--- src/sar_adc_control_params.svh ---
`ifndef SAR_ADC_CONTROL_PARAMS_SVH
`define SAR_ADC_CONTROL_PARAMS_SVH

`define OFS_STATUS_CONTROL 8'h00
`define OFS_RESULT 8'h04
`define OFS_CLOCK_CONFIG 8'h08

`define BIT_DONE_FLAG 7
`define BIT_IRQ_ENABLE 6
`define BIT_CONTINUOUS 5
`define CHANNEL_MSB 4
`define PRESCALE_MSB 7
`define PRESCALE_LSB 5
`define BIT_INPUT_SELECT 4

`define RST_STATUS_CONTROL 8'h1f
`define RST_CLOCK_CONFIG 8'h00

`define CH_HIGH_REF 5'h1d
`define CH_LOW_REF 5'h1e
`define CH_POWER_OFF 5'h1f

`define SAMPLE_TICKS 4'h8
// First tick after a start is partial and only aligns to the ADC clock
`define SAMPLE_ALIGN 4'hf
`define CONV_TICKS 5'h11

`endif

--- src/sar_adc_control_pkg.sv ---
package sar_adc_control_pkg;

   typedef struct packed {
      logic cyc;
      logic stb;
      logic we;
      logic [7:0] adr;
      logic [3:0] sel;
      logic [31:0] dat;
   } wb_req_type;

   typedef struct packed {
      logic ack;
      logic [31:0] dat;
   } wb_rsp_type;

   typedef struct packed {
      logic [4:0] mux_select;
      logic power_down;
      logic sample_enable;
      logic [7:0] dac_code;
   } analog_ctrl_type;

   typedef enum logic [1:0] {
      SEQ_IDLE = 2'b00,
      SEQ_SAMPLE = 2'b01,
      SEQ_CONVERT = 2'b11
   } seq_state_type;

   // Last count value of the prescaler for a divide code
   function automatic logic [3:0] prescale_last(input logic [2:0] code);
      logic [3:0] last;
      last = 4'hf;
      unique case (code)
         3'h0: last = 4'h0;
         3'h1: last = 4'h1;
         3'h2: last = 4'h3;
         3'h3: last = 4'h7;
         default: last = 4'hf;
      endcase
      return last;
   endfunction

endpackage

--- src/sar_adc_control.sv ---
// The register offsets and register access over Wishbone were chosen for this implementation.
`timescale 1ns/10ps
`include "sar_adc_control_params.svh"
module sar_adc_control (
   input wire logic clk_sys,
   input wire logic arst_n,
   input wire sar_adc_control_pkg::wb_req_type wb_req,
   output sar_adc_control_pkg::wb_rsp_type wb_rsp,
   input wire logic osc_tick,
   input wire logic stop_mode,
   input wire logic cmp_high,
   output sar_adc_control_pkg::analog_ctrl_type analog,
   output logic irq_request
);
   import sar_adc_control_pkg::*;

   logic ack_reg;
   logic [31:0] rdata_reg;
   logic [31:0] rdata_next;
   logic irq_enable_reg;
   logic continuous_reg;
   logic [4:0] channel_reg;
   logic done_flag_reg;
   logic [7:0] result_reg;
   logic [2:0] prescale_reg;
   logic input_sel_reg;
   logic irq_reg;
   logic settle_reg;
   logic run_pending_reg;
   logic stop_prev_reg;
   logic power_down_reg;
   logic rd_status_q;

   logic access;
   logic wr_status;
   logic wr_clock;
   logic rd_result;
   logic new_on;
   logic stop_exit;
   logic seq_start;
   logic seq_abort;
   logic commit;
   logic src_tick;
   logic adc_tick;
   logic seq_busy;
   logic seq_done;
   logic [7:0] seq_result;
   logic [7:0] dac_code;
   logic sample_enable;

   // Bus decode: one access per ack, answered one cycle after the strobe
   assign access = wb_req.cyc && wb_req.stb && !ack_reg;
   assign wr_status = access && wb_req.we && wb_req.sel[0]
                      && wb_req.adr == `OFS_STATUS_CONTROL;
   assign wr_clock = access && wb_req.we && wb_req.sel[0]
                     && wb_req.adr == `OFS_CLOCK_CONFIG;
   assign rd_result = access && !wb_req.we && wb_req.adr == `OFS_RESULT;
   assign new_on = wb_req.dat[`CHANNEL_MSB:0] != `CH_POWER_OFF;
   assign stop_exit = stop_prev_reg && !stop_mode;

   // Conversion start and abort
   assign seq_start = (wr_status && new_on && !stop_mode)
      || (seq_done && (settle_reg || continuous_reg) && !wr_status
          && !stop_mode)
      || (stop_exit && (continuous_reg || run_pending_reg)
          && channel_reg != `CH_POWER_OFF);
   assign seq_abort = wr_status || stop_mode;
   assign commit = seq_done && !settle_reg && !wr_status;

   // Prescaler source: bus clock runs every cycle
   assign src_tick = input_sel_reg ? 1'b1 : osc_tick;

   adc_clock_prescaler u_prescaler (
      .clk_sys(clk_sys),
      .arst_n(arst_n),
      .src_tick(src_tick),
      .prescale(prescale_reg),
      .adc_tick(adc_tick)
   );

   sar_sequencer u_sequencer (
      .clk_sys(clk_sys),
      .arst_n(arst_n),
      .start(seq_start),
      .abort(seq_abort),
      .adc_tick(adc_tick),
      .cmp_high(cmp_high),
      .busy(seq_busy),
      .done(seq_done),
      .result(seq_result),
      .dac_code(dac_code),
      .sample_enable(sample_enable)
   );

   // Read data
   always_comb begin
      rdata_next = 32'h0000_0000;
      unique case (wb_req.adr)
         `OFS_STATUS_CONTROL: begin
            rdata_next[`BIT_DONE_FLAG] = done_flag_reg
                                         && !irq_enable_reg;
            rdata_next[`BIT_IRQ_ENABLE] = irq_enable_reg;
            rdata_next[`BIT_CONTINUOUS] = continuous_reg;
            rdata_next[`CHANNEL_MSB:0] = channel_reg;
         end
         `OFS_RESULT: rdata_next[7:0] = result_reg;
         `OFS_CLOCK_CONFIG: begin
            rdata_next[`PRESCALE_MSB:`PRESCALE_LSB] = prescale_reg;
            rdata_next[`BIT_INPUT_SELECT] = input_sel_reg;
         end
         default: rdata_next = 32'h0000_0000;
      endcase
   end

   always_ff @(posedge clk_sys or negedge arst_n) begin
      if (!arst_n) begin
         ack_reg <= 1'b0;
         rdata_reg <= 32'h0000_0000;
      end else begin
         ack_reg <= access;
         if (access && !wb_req.we) begin
            rdata_reg <= rdata_next;
         end
      end
   end

   assign wb_rsp.ack = ack_reg;
   assign wb_rsp.dat = rdata_reg;

   // Status and control fields; the done flag position is not writable
   always_ff @(posedge clk_sys or negedge arst_n) begin
      if (!arst_n) begin
         irq_enable_reg <= 1'(`RST_STATUS_CONTROL
                              >> `BIT_IRQ_ENABLE);
         continuous_reg <= 1'b0;
         channel_reg <= `CH_POWER_OFF;
      end else if (wr_status) begin
         irq_enable_reg <= wb_req.dat[`BIT_IRQ_ENABLE];
         continuous_reg <= wb_req.dat[`BIT_CONTINUOUS];
         channel_reg <= wb_req.dat[`CHANNEL_MSB:0];
      end
   end

   // Clock configuration
   always_ff @(posedge clk_sys or negedge arst_n) begin
      if (!arst_n) begin
         prescale_reg <= 3'(`RST_CLOCK_CONFIG >> `PRESCALE_LSB);
         input_sel_reg <= 1'b0;
      end else if (wr_clock) begin
         prescale_reg <= wb_req.dat[`PRESCALE_MSB:`PRESCALE_LSB];
         input_sel_reg <= wb_req.dat[`BIT_INPUT_SELECT];
      end
   end

   // Result register, overwritten at every kept conversion
   always_ff @(posedge clk_sys or negedge arst_n) begin
      if (!arst_n) begin
         result_reg <= 8'h00;
      end else if (commit) begin
         result_reg <= seq_result;
      end
   end

   // Done flag: set beats the clearing read
   always_ff @(posedge clk_sys or negedge arst_n) begin
      if (!arst_n) begin
         done_flag_reg <= 1'b0;
      end else if (commit && !irq_enable_reg) begin
         done_flag_reg <= 1'b1;
      end else if (rd_result) begin
         done_flag_reg <= 1'b0;
      end
   end

   // Interrupt request, usable as a wake source in wait mode
   always_ff @(posedge clk_sys or negedge arst_n) begin
      if (!arst_n) begin
         irq_reg <= 1'b0;
      end else if (commit && irq_enable_reg) begin
         irq_reg <= 1'b1;
      end else if (rd_result || wr_status) begin
         irq_reg <= 1'b0;
      end
   end

   assign irq_request = irq_reg;

   // Settling conversion after power-off or stop
   always_ff @(posedge clk_sys or negedge arst_n) begin
      if (!arst_n) begin
         settle_reg <= 1'b0;
      end else if ((wr_status && new_on && channel_reg == `CH_POWER_OFF)
                   || stop_exit) begin
         settle_reg <= 1'b1;
      end else if (seq_done && !wr_status) begin
         settle_reg <= 1'b0;
      end
   end

   // A single conversion owed to software
   always_ff @(posedge clk_sys or negedge arst_n) begin
      if (!arst_n) begin
         run_pending_reg <= 1'b0;
      end else if (wr_status) begin
         run_pending_reg <= new_on;
      end else if (commit) begin
         run_pending_reg <= 1'b0;
      end
   end

   // Stop edge and power-down output
   always_ff @(posedge clk_sys or negedge arst_n) begin
      if (!arst_n) begin
         stop_prev_reg <= 1'b0;
         power_down_reg <= 1'b1;
      end else begin
         stop_prev_reg <= stop_mode;
         power_down_reg <= stop_mode || (wr_status ? !new_on
            : channel_reg == `CH_POWER_OFF);
      end
   end

   assign analog.mux_select = channel_reg;
   assign analog.power_down = power_down_reg;
   assign analog.sample_enable = sample_enable;
   assign analog.dac_code = dac_code;

   always_ff @(posedge clk_sys or negedge arst_n) begin
      if (!arst_n) begin
         rd_status_q <= 1'b0;
      end else begin
         rd_status_q <= access && !wb_req.we
                        && wb_req.adr == `OFS_STATUS_CONTROL;
      end
   end
endmodule

--- src/adc_clock_prescaler.sv ---
`timescale 1ns/10ps
module adc_clock_prescaler (
   input wire logic clk_sys,
   input wire logic arst_n,
   input wire logic src_tick,
   input wire logic [2:0] prescale,
   output logic adc_tick
);
   import sar_adc_control_pkg::*;

   logic [3:0] count_reg;
   logic tick_reg;
   logic wrap;

   assign wrap = count_reg >= prescale_last(prescale);

   always_ff @(posedge clk_sys or negedge arst_n) begin
      if (!arst_n) begin
         count_reg <= 4'h0;
      end else if (src_tick) begin
         if (wrap) begin
            count_reg <= 4'h0;
         end else begin
            count_reg <= count_reg + 4'h1;
         end
      end
   end

   always_ff @(posedge clk_sys or negedge arst_n) begin
      if (!arst_n) begin
         tick_reg <= 1'b0;
      end else begin
         tick_reg <= src_tick && wrap;
      end
   end

   assign adc_tick = tick_reg;
endmodule

--- src/sar_sequencer.sv ---
`timescale 1ns/10ps
`include "sar_adc_control_params.svh"
module sar_sequencer (
   input wire logic clk_sys,
   input wire logic arst_n,
   input wire logic start,
   input wire logic abort,
   input wire logic adc_tick,
   input wire logic cmp_high,
   output logic busy,
   output logic done,
   output logic [7:0] result,
   output logic [7:0] dac_code,
   output logic sample_enable
);
   import sar_adc_control_pkg::*;

   seq_state_type state_reg;
   logic [3:0] count_reg;
   logic [7:0] code_reg;
   logic [7:0] mask_reg;
   logic [7:0] result_reg;
   logic done_reg;
   logic [7:0] keep;
   logic last_bit;
   logic [4:0] ticks_reg;
   logic sample_reg;

   assign keep = cmp_high ? code_reg : (code_reg & ~mask_reg);
   assign last_bit = adc_tick && state_reg == SEQ_CONVERT && mask_reg[0];

   always_ff @(posedge clk_sys or negedge arst_n) begin
      if (!arst_n) begin
         state_reg <= SEQ_IDLE;
         count_reg <= 4'h0;
         sample_reg <= 1'b0;
      end else if (start) begin
         state_reg <= SEQ_SAMPLE;
         count_reg <= `SAMPLE_ALIGN;
         sample_reg <= 1'b1;
      end else if (abort) begin
         state_reg <= SEQ_IDLE;
         sample_reg <= 1'b0;
      end else if (adc_tick) begin
         unique case (state_reg)
            SEQ_IDLE: state_reg <= SEQ_IDLE;
            SEQ_SAMPLE: begin
               if (count_reg == `SAMPLE_TICKS - 4'h1) begin
                  state_reg <= SEQ_CONVERT;
                  sample_reg <= 1'b0;
               end
               count_reg <= count_reg + 4'h1;
            end
            SEQ_CONVERT: begin
               if (mask_reg[0]) begin
                  state_reg <= SEQ_IDLE;
               end
            end
            default: begin
               state_reg <= SEQ_IDLE;
               sample_reg <= 1'b0;
            end
         endcase
      end
   end

   always_ff @(posedge clk_sys or negedge arst_n) begin
      if (!arst_n) begin
         code_reg <= 8'h00;
         mask_reg <= 8'h00;
      end else if (start) begin
         code_reg <= 8'h00;
         mask_reg <= 8'h00;
      end else if (adc_tick && state_reg == SEQ_SAMPLE
                   && count_reg == `SAMPLE_TICKS - 4'h1) begin
         code_reg <= 8'h80;
         mask_reg <= 8'h80;
      end else if (adc_tick && state_reg == SEQ_CONVERT && !mask_reg[0]) begin
         code_reg <= keep | (mask_reg >> 1);
         mask_reg <= mask_reg >> 1;
      end
   end

   always_ff @(posedge clk_sys or negedge arst_n) begin
      if (!arst_n) begin
         result_reg <= 8'h00;
         done_reg <= 1'b0;
      end else begin
         done_reg <= last_bit && !start && !abort;
         if (last_bit && !start && !abort) begin
            result_reg <= keep;
         end
      end
   end

   assign busy = state_reg != SEQ_IDLE;
   assign done = done_reg;
   assign result = result_reg;
   assign dac_code = code_reg;
   assign sample_enable = sample_reg;

   always_ff @(posedge clk_sys or negedge arst_n) begin
      if (!arst_n) begin
         ticks_reg <= 5'h00;
      end else if (start) begin
         ticks_reg <= 5'h00;
      end else if (adc_tick && busy) begin
         ticks_reg <= ticks_reg + 5'h01;
      end
   end
endmodule

--- config.mk ---
export PLATFORM = sky130hd
export DESIGN_NAME = sar_adc_control
export DESIGN_NICKNAME = d
export VERILOG_FILES = /design/src/sar_adc_control_pkg.sv /design/src/sar_adc_control.sv /design/src/adc_clock_prescaler.sv /design/src/sar_sequencer.sv
export VERILOG_INCLUDE_DIRS = /design/src
export SDC_FILE = /design/constraint.sdc
export NUM_CORES = 1
export LEC_CHECK = 0
export BUFFER_PORTS_ARGS = -buffer_cell sky130_fd_sc_hd__buf_2
export CORE_ASPECT_RATIO = 1.25
export CORE_MARGIN = 3
export CORE_UTILIZATION = 35
export DETAILED_ROUTE_END_ITERATION = 6
export GPL_ROUTABILITY_DRIVEN = 0
export PLACE_DENSITY = 0.6
export RECOVER_POWER = 25
export SYNTH_ARGS = -nofsm -noshare
export SYNTH_HDL_FRONTEND = slang
export SYNTH_SLANG_ARGS = --single-unit
--- constraint.sdc ---
create_clock -name clk_sys -period 4 [get_ports clk_sys]
set_clock_uncertainty 0.1 [all_clocks]
set_input_delay 0.6 -clock clk_sys [delete_from_list [all_inputs] [get_ports clk_sys]]
set_output_delay 0.6 -clock clk_sys [all_outputs]
set_load 0.02 [all_outputs]
== Yosys cells after proc, flatten, opt, wreduce, memory -nomap -nowiden ==
Cells that the tools add are included.
W data, S select, Z words.
Operators by class
  multiply operators: 0
  add/sub/neg operators: 2
  order comparisons: 1
  muxes and demuxes: 36
  shifts and indexed selects: 0
  equal/unequal tests: 15
  div/mod/pow operators: 0
  reductions and logical operators: 64
  bitwise operators: 3
Operators with widths (count)
  $mux W8: 7
  $logic_and A1 B1 Y1: 31
  $mux W4: 5
  $pmux W4 S4: 1
  $mux W1: 14
  $pmux W4 S3: 1
  $reduce_bool A2 Y1: 6
  $logic_not A1 Y1: 10
  $mux W2: 5
  $ne A5 B5 Y1 const B: 2
  $reduce_and A3 Y1: 3
  $add A4 B1 Y4 const B: 2
  $and A8 B8 Y8: 1
  $eq A8 B3 Y1 const B: 1
  $eq A8 B4 Y1 const B: 1
  $logic_not A8 Y1: 1
  $logic_or A1 B1 Y1: 8
  $not A8 Y8: 1
  $or A8 B7 Y8: 1
  $pmux W4 S2: 1
  $eq A3 B2 Y1 const B: 2
  $reduce_bool A3 Y1: 2
  $eq A5 B5 Y1 const B: 1
  $eq A4 B3 Y1 const B: 1
  13 further kinds: 13
Word-level totals
  register bits after elaboration: 71
  bits of input ports: 52
  word-level logic and storage cells: 144
  RAM bits: 0
  ROM bits: 0
  memories kept: 0
  output and inout bits: 49
  latch bits: 0

== Logic depth before layout (Yosys ltp) ==
  depth after elaboration: 13
  gate-level depth with buffers: 8
  depth with buffers taken out: 7

== By module ==
A second synthesis with hierarchy kept.
Unflattened totals
  cells, all modules: 358
  area, all modules: 3632.2 um^2
Modules (own cells, without submodules)
  sar_adc_control: cells each 176, times used 1, sequential area each 858.3 um^2, area an instance 1824.2 um^2
  sar_sequencer: cells each 147, times used 1, sequential area each 800.8 um^2, area an instance 1473.9 um^2
  adc_clock_prescaler: cells each 35, times used 1, sequential area each 125.1 um^2, area an instance 334.1 um^2

== Worst setup path before layout ==
No wires, ideal clock.
  path kind: input to register
  start: in wb_req[43] (netlist bit)
  end: reg u_sequencer.mask_reg[7]
  path slack: 1.475 ns
  required time: 3.780 ns
  setup time: 0.120 ns
  cell stages on the path: 6
  path buffers: 1
  arrival: 2.305 ns
  cells stage by stage: or4_4 > or4_1 > buf_2 > mux2i_4 > and2b_2 > nor2b_1
Between the ends
  cells in the longest elaborated chain, start to end: 8
  elaborated cells between the ends (all ways): 11
  classes of those cells: mux (1); reduce/logical (10)
Ends and longest elaborated chain
  start, declared: RTL line sar_adc_control.sv:7  | input wire sar_adc_control_pkg::wb_req_type wb_req,
  $logic_not A8 Y1 (no line) (*)
  $logic_and A1 B1 Y1 (no line) (*)
  $logic_not A1 Y1: RTL line sar_adc_control.sv:63  | || (seq_done && (settle_reg || continuous_reg) && !wr_status
  $logic_and A1 B1 Y1: RTL line sar_adc_control.sv:63
  $logic_and A1 B1 Y1: RTL line sar_adc_control.sv:64  | && !stop_mode)
  $logic_or A1 B1 Y1 (*): RTL line sar_adc_control.sv:63
  $logic_or A1 B1 Y1 (*): RTL line sar_adc_control.sv:62  | assign seq_start = (wr_status && new_on && !stop_mode)
  $reduce_bool A3 Y1 (no line) / $mux W8 (equally long branches)
  end signal, assigned: RTL line sar_sequencer.sv:80  | mask_reg <= mask_reg >> 1;
  end, declared: RTL line sar_sequencer.sv:21  | logic [7:0] mask_reg;
Mark *: on every way between the ends. The rest lies on a longest branch, timed or not.
A chain may end at the register's enable or synchronous reset.

== Worst setup path after layout ==
  start: in wb_req[43] (netlist bit)
  end: reg irq_reg (netlist: irq_request)
Between the ends
  cells in the longest elaborated chain, start to end: 6
  elaborated cells between the ends (all ways): 10
  classes of those cells: eq/ne (1); mux (1); reduce/logical (8)
Ends and longest elaborated chain
  $logic_not A8 Y1 (no line)
  $logic_and A1 B1 Y1 (no line)
  $logic_not A1 Y1: RTL line sar_adc_control.sv:68  | assign commit = seq_done && !settle_reg && !wr_status;
  $logic_and A1 B1 Y1: RTL line sar_adc_control.sv:68
  $logic_and A1 B1 Y1: RTL line sar_adc_control.sv:179  | end else if (commit && irq_enable_reg) begin
  $mux W1 / $reduce_bool A2 Y1 (equally long branches)
  end signal, assigned: RTL line sar_adc_control.sv:178  | irq_reg <= 1'b0;
  end signal, assigned: RTL line sar_adc_control.sv:180  | irq_reg <= 1'b1;
  end signal, assigned: RTL line sar_adc_control.sv:182  | irq_reg <= 1'b0;
  end, declared: RTL line sar_adc_control.sv:27  | logic irq_reg;
Parallel ways exist; a longest one is shown, timed or not.

==> results.tsv <==
metric	value	unit
required	4120	ps
synth-async-reset-ratio	100.0	%
synth-seq-cells	71	
tns	0	ps
fin_util	42.28	%
fillers	979	
hp-class	primary input to async pin	
synth_fa_ha_area_share	2.821	%
yosysMostFrequentCell	nand2_1	
htreeDepth	3	
syn_inst	376	
vias_per_cell	4.755	
vias	2639	
clk_pin_slew_worst_paths	60	ps
rsz0062_at_grt	false	
yosys-top-cells-area	dfrtp_1 (46%), nand2_1 (8.3%), buf_4 (5.7%)	
synth-main-ff-cell	dfrtp_1	
hold_viol_final	0	
route.detailed.drc	0	
status	finished, final reports clean	
ys_seq_area_share	50.28	%
cts.sinks	71	
p_total	1.969	mW
cts_setup_buffers	0	
synth-simple-area-share	18.30	%
ctsHoldBuffers	0	
clockRootBuffer	clkbuf_16	
ios	101	
grt_max_degree	59	
yosysWarnings	0	
min_period	2813	ps
avgSynthCellArea	9.437	sq um
cts_buffers	9	
grtUsageTotal	13.88	%
post_drt_wl_per_cell	13.38	um
ant_nets	0	
die_area	11390	sq um
antenna_found_initial	0	
synth_xor_area_share	0.7405	%
drt-total-wl	7.427	mm
fmax	0.3555	GHz
synth_edf_count	0	
post-route-period-util	70.31	%
portBuffers	49	
start_util	36.36	%
synth_cell_types	50	
setup_violations	0	
cts_resized	0	
nNetsFinal	484	
row_count	40	
final_layout_size_suffix_gt1_share	20.05	%
crit_type	primary input to flop	
synth-compound-area-share	12.02	%
dr.pass1.iters	4	
yosys-top-cells-count	nand2_1 (78), dfrtp_1 (65), o21ai_0 (31)	
synth_top_area_cell	dfrtp_1	
ir_drop	0.0002292	V
n_antenna_cell	0	
crit_path_end_kind	flop	
die_width	96.06	um
leakagePower	2.036	nW
clk_path_buf_depth	2	
powerDensity	477.2	nW/um^2
grt_pass1_wl	12.46	mm
synthMuxAreaShare	6.100	%
synth_top_family_by_area	simple AND/OR/NAND/NOR gates	
cp_max_fo	18	
syn_to_final_growth	16.29	%
gr-total-overflow	0	
drv_slew	0	
synth_top_area_share	45.84	%
grt_pass1_vias	2597	
cp_data_arrival_time	2930	ps
max_slew_margin	5.309	%
post-dp-hpwl	5.552	mm
cts_tree	yes	
core_region_area	9759	sq um
insertion_delay	330	ps
max_cap_violations	0	
fp.dieH	118.6	um
worstMarginPinSlew	1420	ps
drtIter0Drc	132	
synth_area	3548	sq um
start_kind	primary input	
## stage by stage
stage | instance area [sq um] | setup WS (ps) | hold WS [ps] | cells
3_3_place_gp | 3807 | 837.7 | 361.4 | 539
6_report | 4126 | 1187 | 215.3 | 555
3_5_place_dp | 3807 | 810.0 | 364.1 | 539
2_1_floorplan | 3635 | 1475 | 204.4 | 399
5_1_grt | 4126 | 1040 | 252.8 | 555
4_1_cts | 4131 | 1161 | 61.71 | 555
## routing by layer
layer | part of all wire [%] | GRT usage, %
met1 | 46 | 18.50
met2 | 49 | 21.86
met3 | 4.6 | 4.137
met4 | 0.83 | 3.470
met5 | 0 | 0
## final cells by class
type	instances	area, sq um	area share (%)
Clock inverter	5	81.33	1.971
Inverter	24	90.09	2.183
Clock buffer	11	242.7	5.882
Multi-Input combinational cell	267	1515	36.72
Timing Repair Buffer	51	255.2	6.186
Sequential cell	71	1784	43.24
Tap cell	126	157.7	3.820
## critical path, stage by stage
cell and delay (ps):
buf_2 90, or4_4 560, or4_1 800, nand2b_1 550, inv_1 90, a32o_1 210
## layout by cell type, fill, tap and decap left out, types with 6 or more instances in the layout
| cell type | Yosys | final |
|---|---|---|
| mux2i_1 | 16 | 16 |
| inv_1 | 24 | 24 |
| dfstp_2 | 6 | 6 |
| dfrtp_1 | 65 | 65 |
| o21ai_0 | 31 | 31 |
| clkbuf_16 | 0 | 9 |
| nand2_1 | 78 | 78 |
| conb_1 | 1 | 24 |
| ha_1 | 8 | 8 |
| nor2_1 | 20 | 20 |
| buf_2 | 3 | 47 |
| nand3_1 | 7 | 7 |
| a21oi_1 | 20 | 20 |
## cell families (layout without fill, tap and decap cells)
group                      Yosys count  after routing
buffers and inverters               61             91
adders and majority gates            8              8
and+or+nand+nor                    140            140
xor gates and xnor gates             3              3
muxes                               20             20
AOI/OAI and AO/OA                   72             72
other                                1             24
DFF                                 71             71
## where the power goes
| group | total [mW] | switching, mW | internal [mW] |
|---|---|---|---|
| logic | 0.258 | 0.154 | 0.104 |
| clock network | 0.857 | 0.294 | 0.563 |
| registers | 0.854 | 0.0643 | 0.790 |
| total | 1.97 | 0.513 | 1.46 |
## path summary, 6_finish.rpt
check / start / endpoint / slack, ps / cells past startpoint
max: wb_req[43] / irq_request$_DFFE_PN0P_ / 1190 / 6
max in group asynchronous: arst_n / stop_prev_reg$_DFF_PN0_ / 1720 / 2
min in group clk_sys: wb_req[3] / channel_reg[3]$_DFFE_PN1P_ / 370 / 3
max reg2reg: ack_reg$_DFF_PN0_ / irq_request$_DFFE_PN0P_ / 1420 / 5
min: arst_n / u_sequencer.mask_reg[4]$_DFFE_PN0P_ / 220 / 1
min reg2reg: rdata_reg[7]$_DFFE_PN0P_ / rdata_reg[7]$_DFFE_PN0P_ / 370 / 2
(Power assumes the default switching activity.)
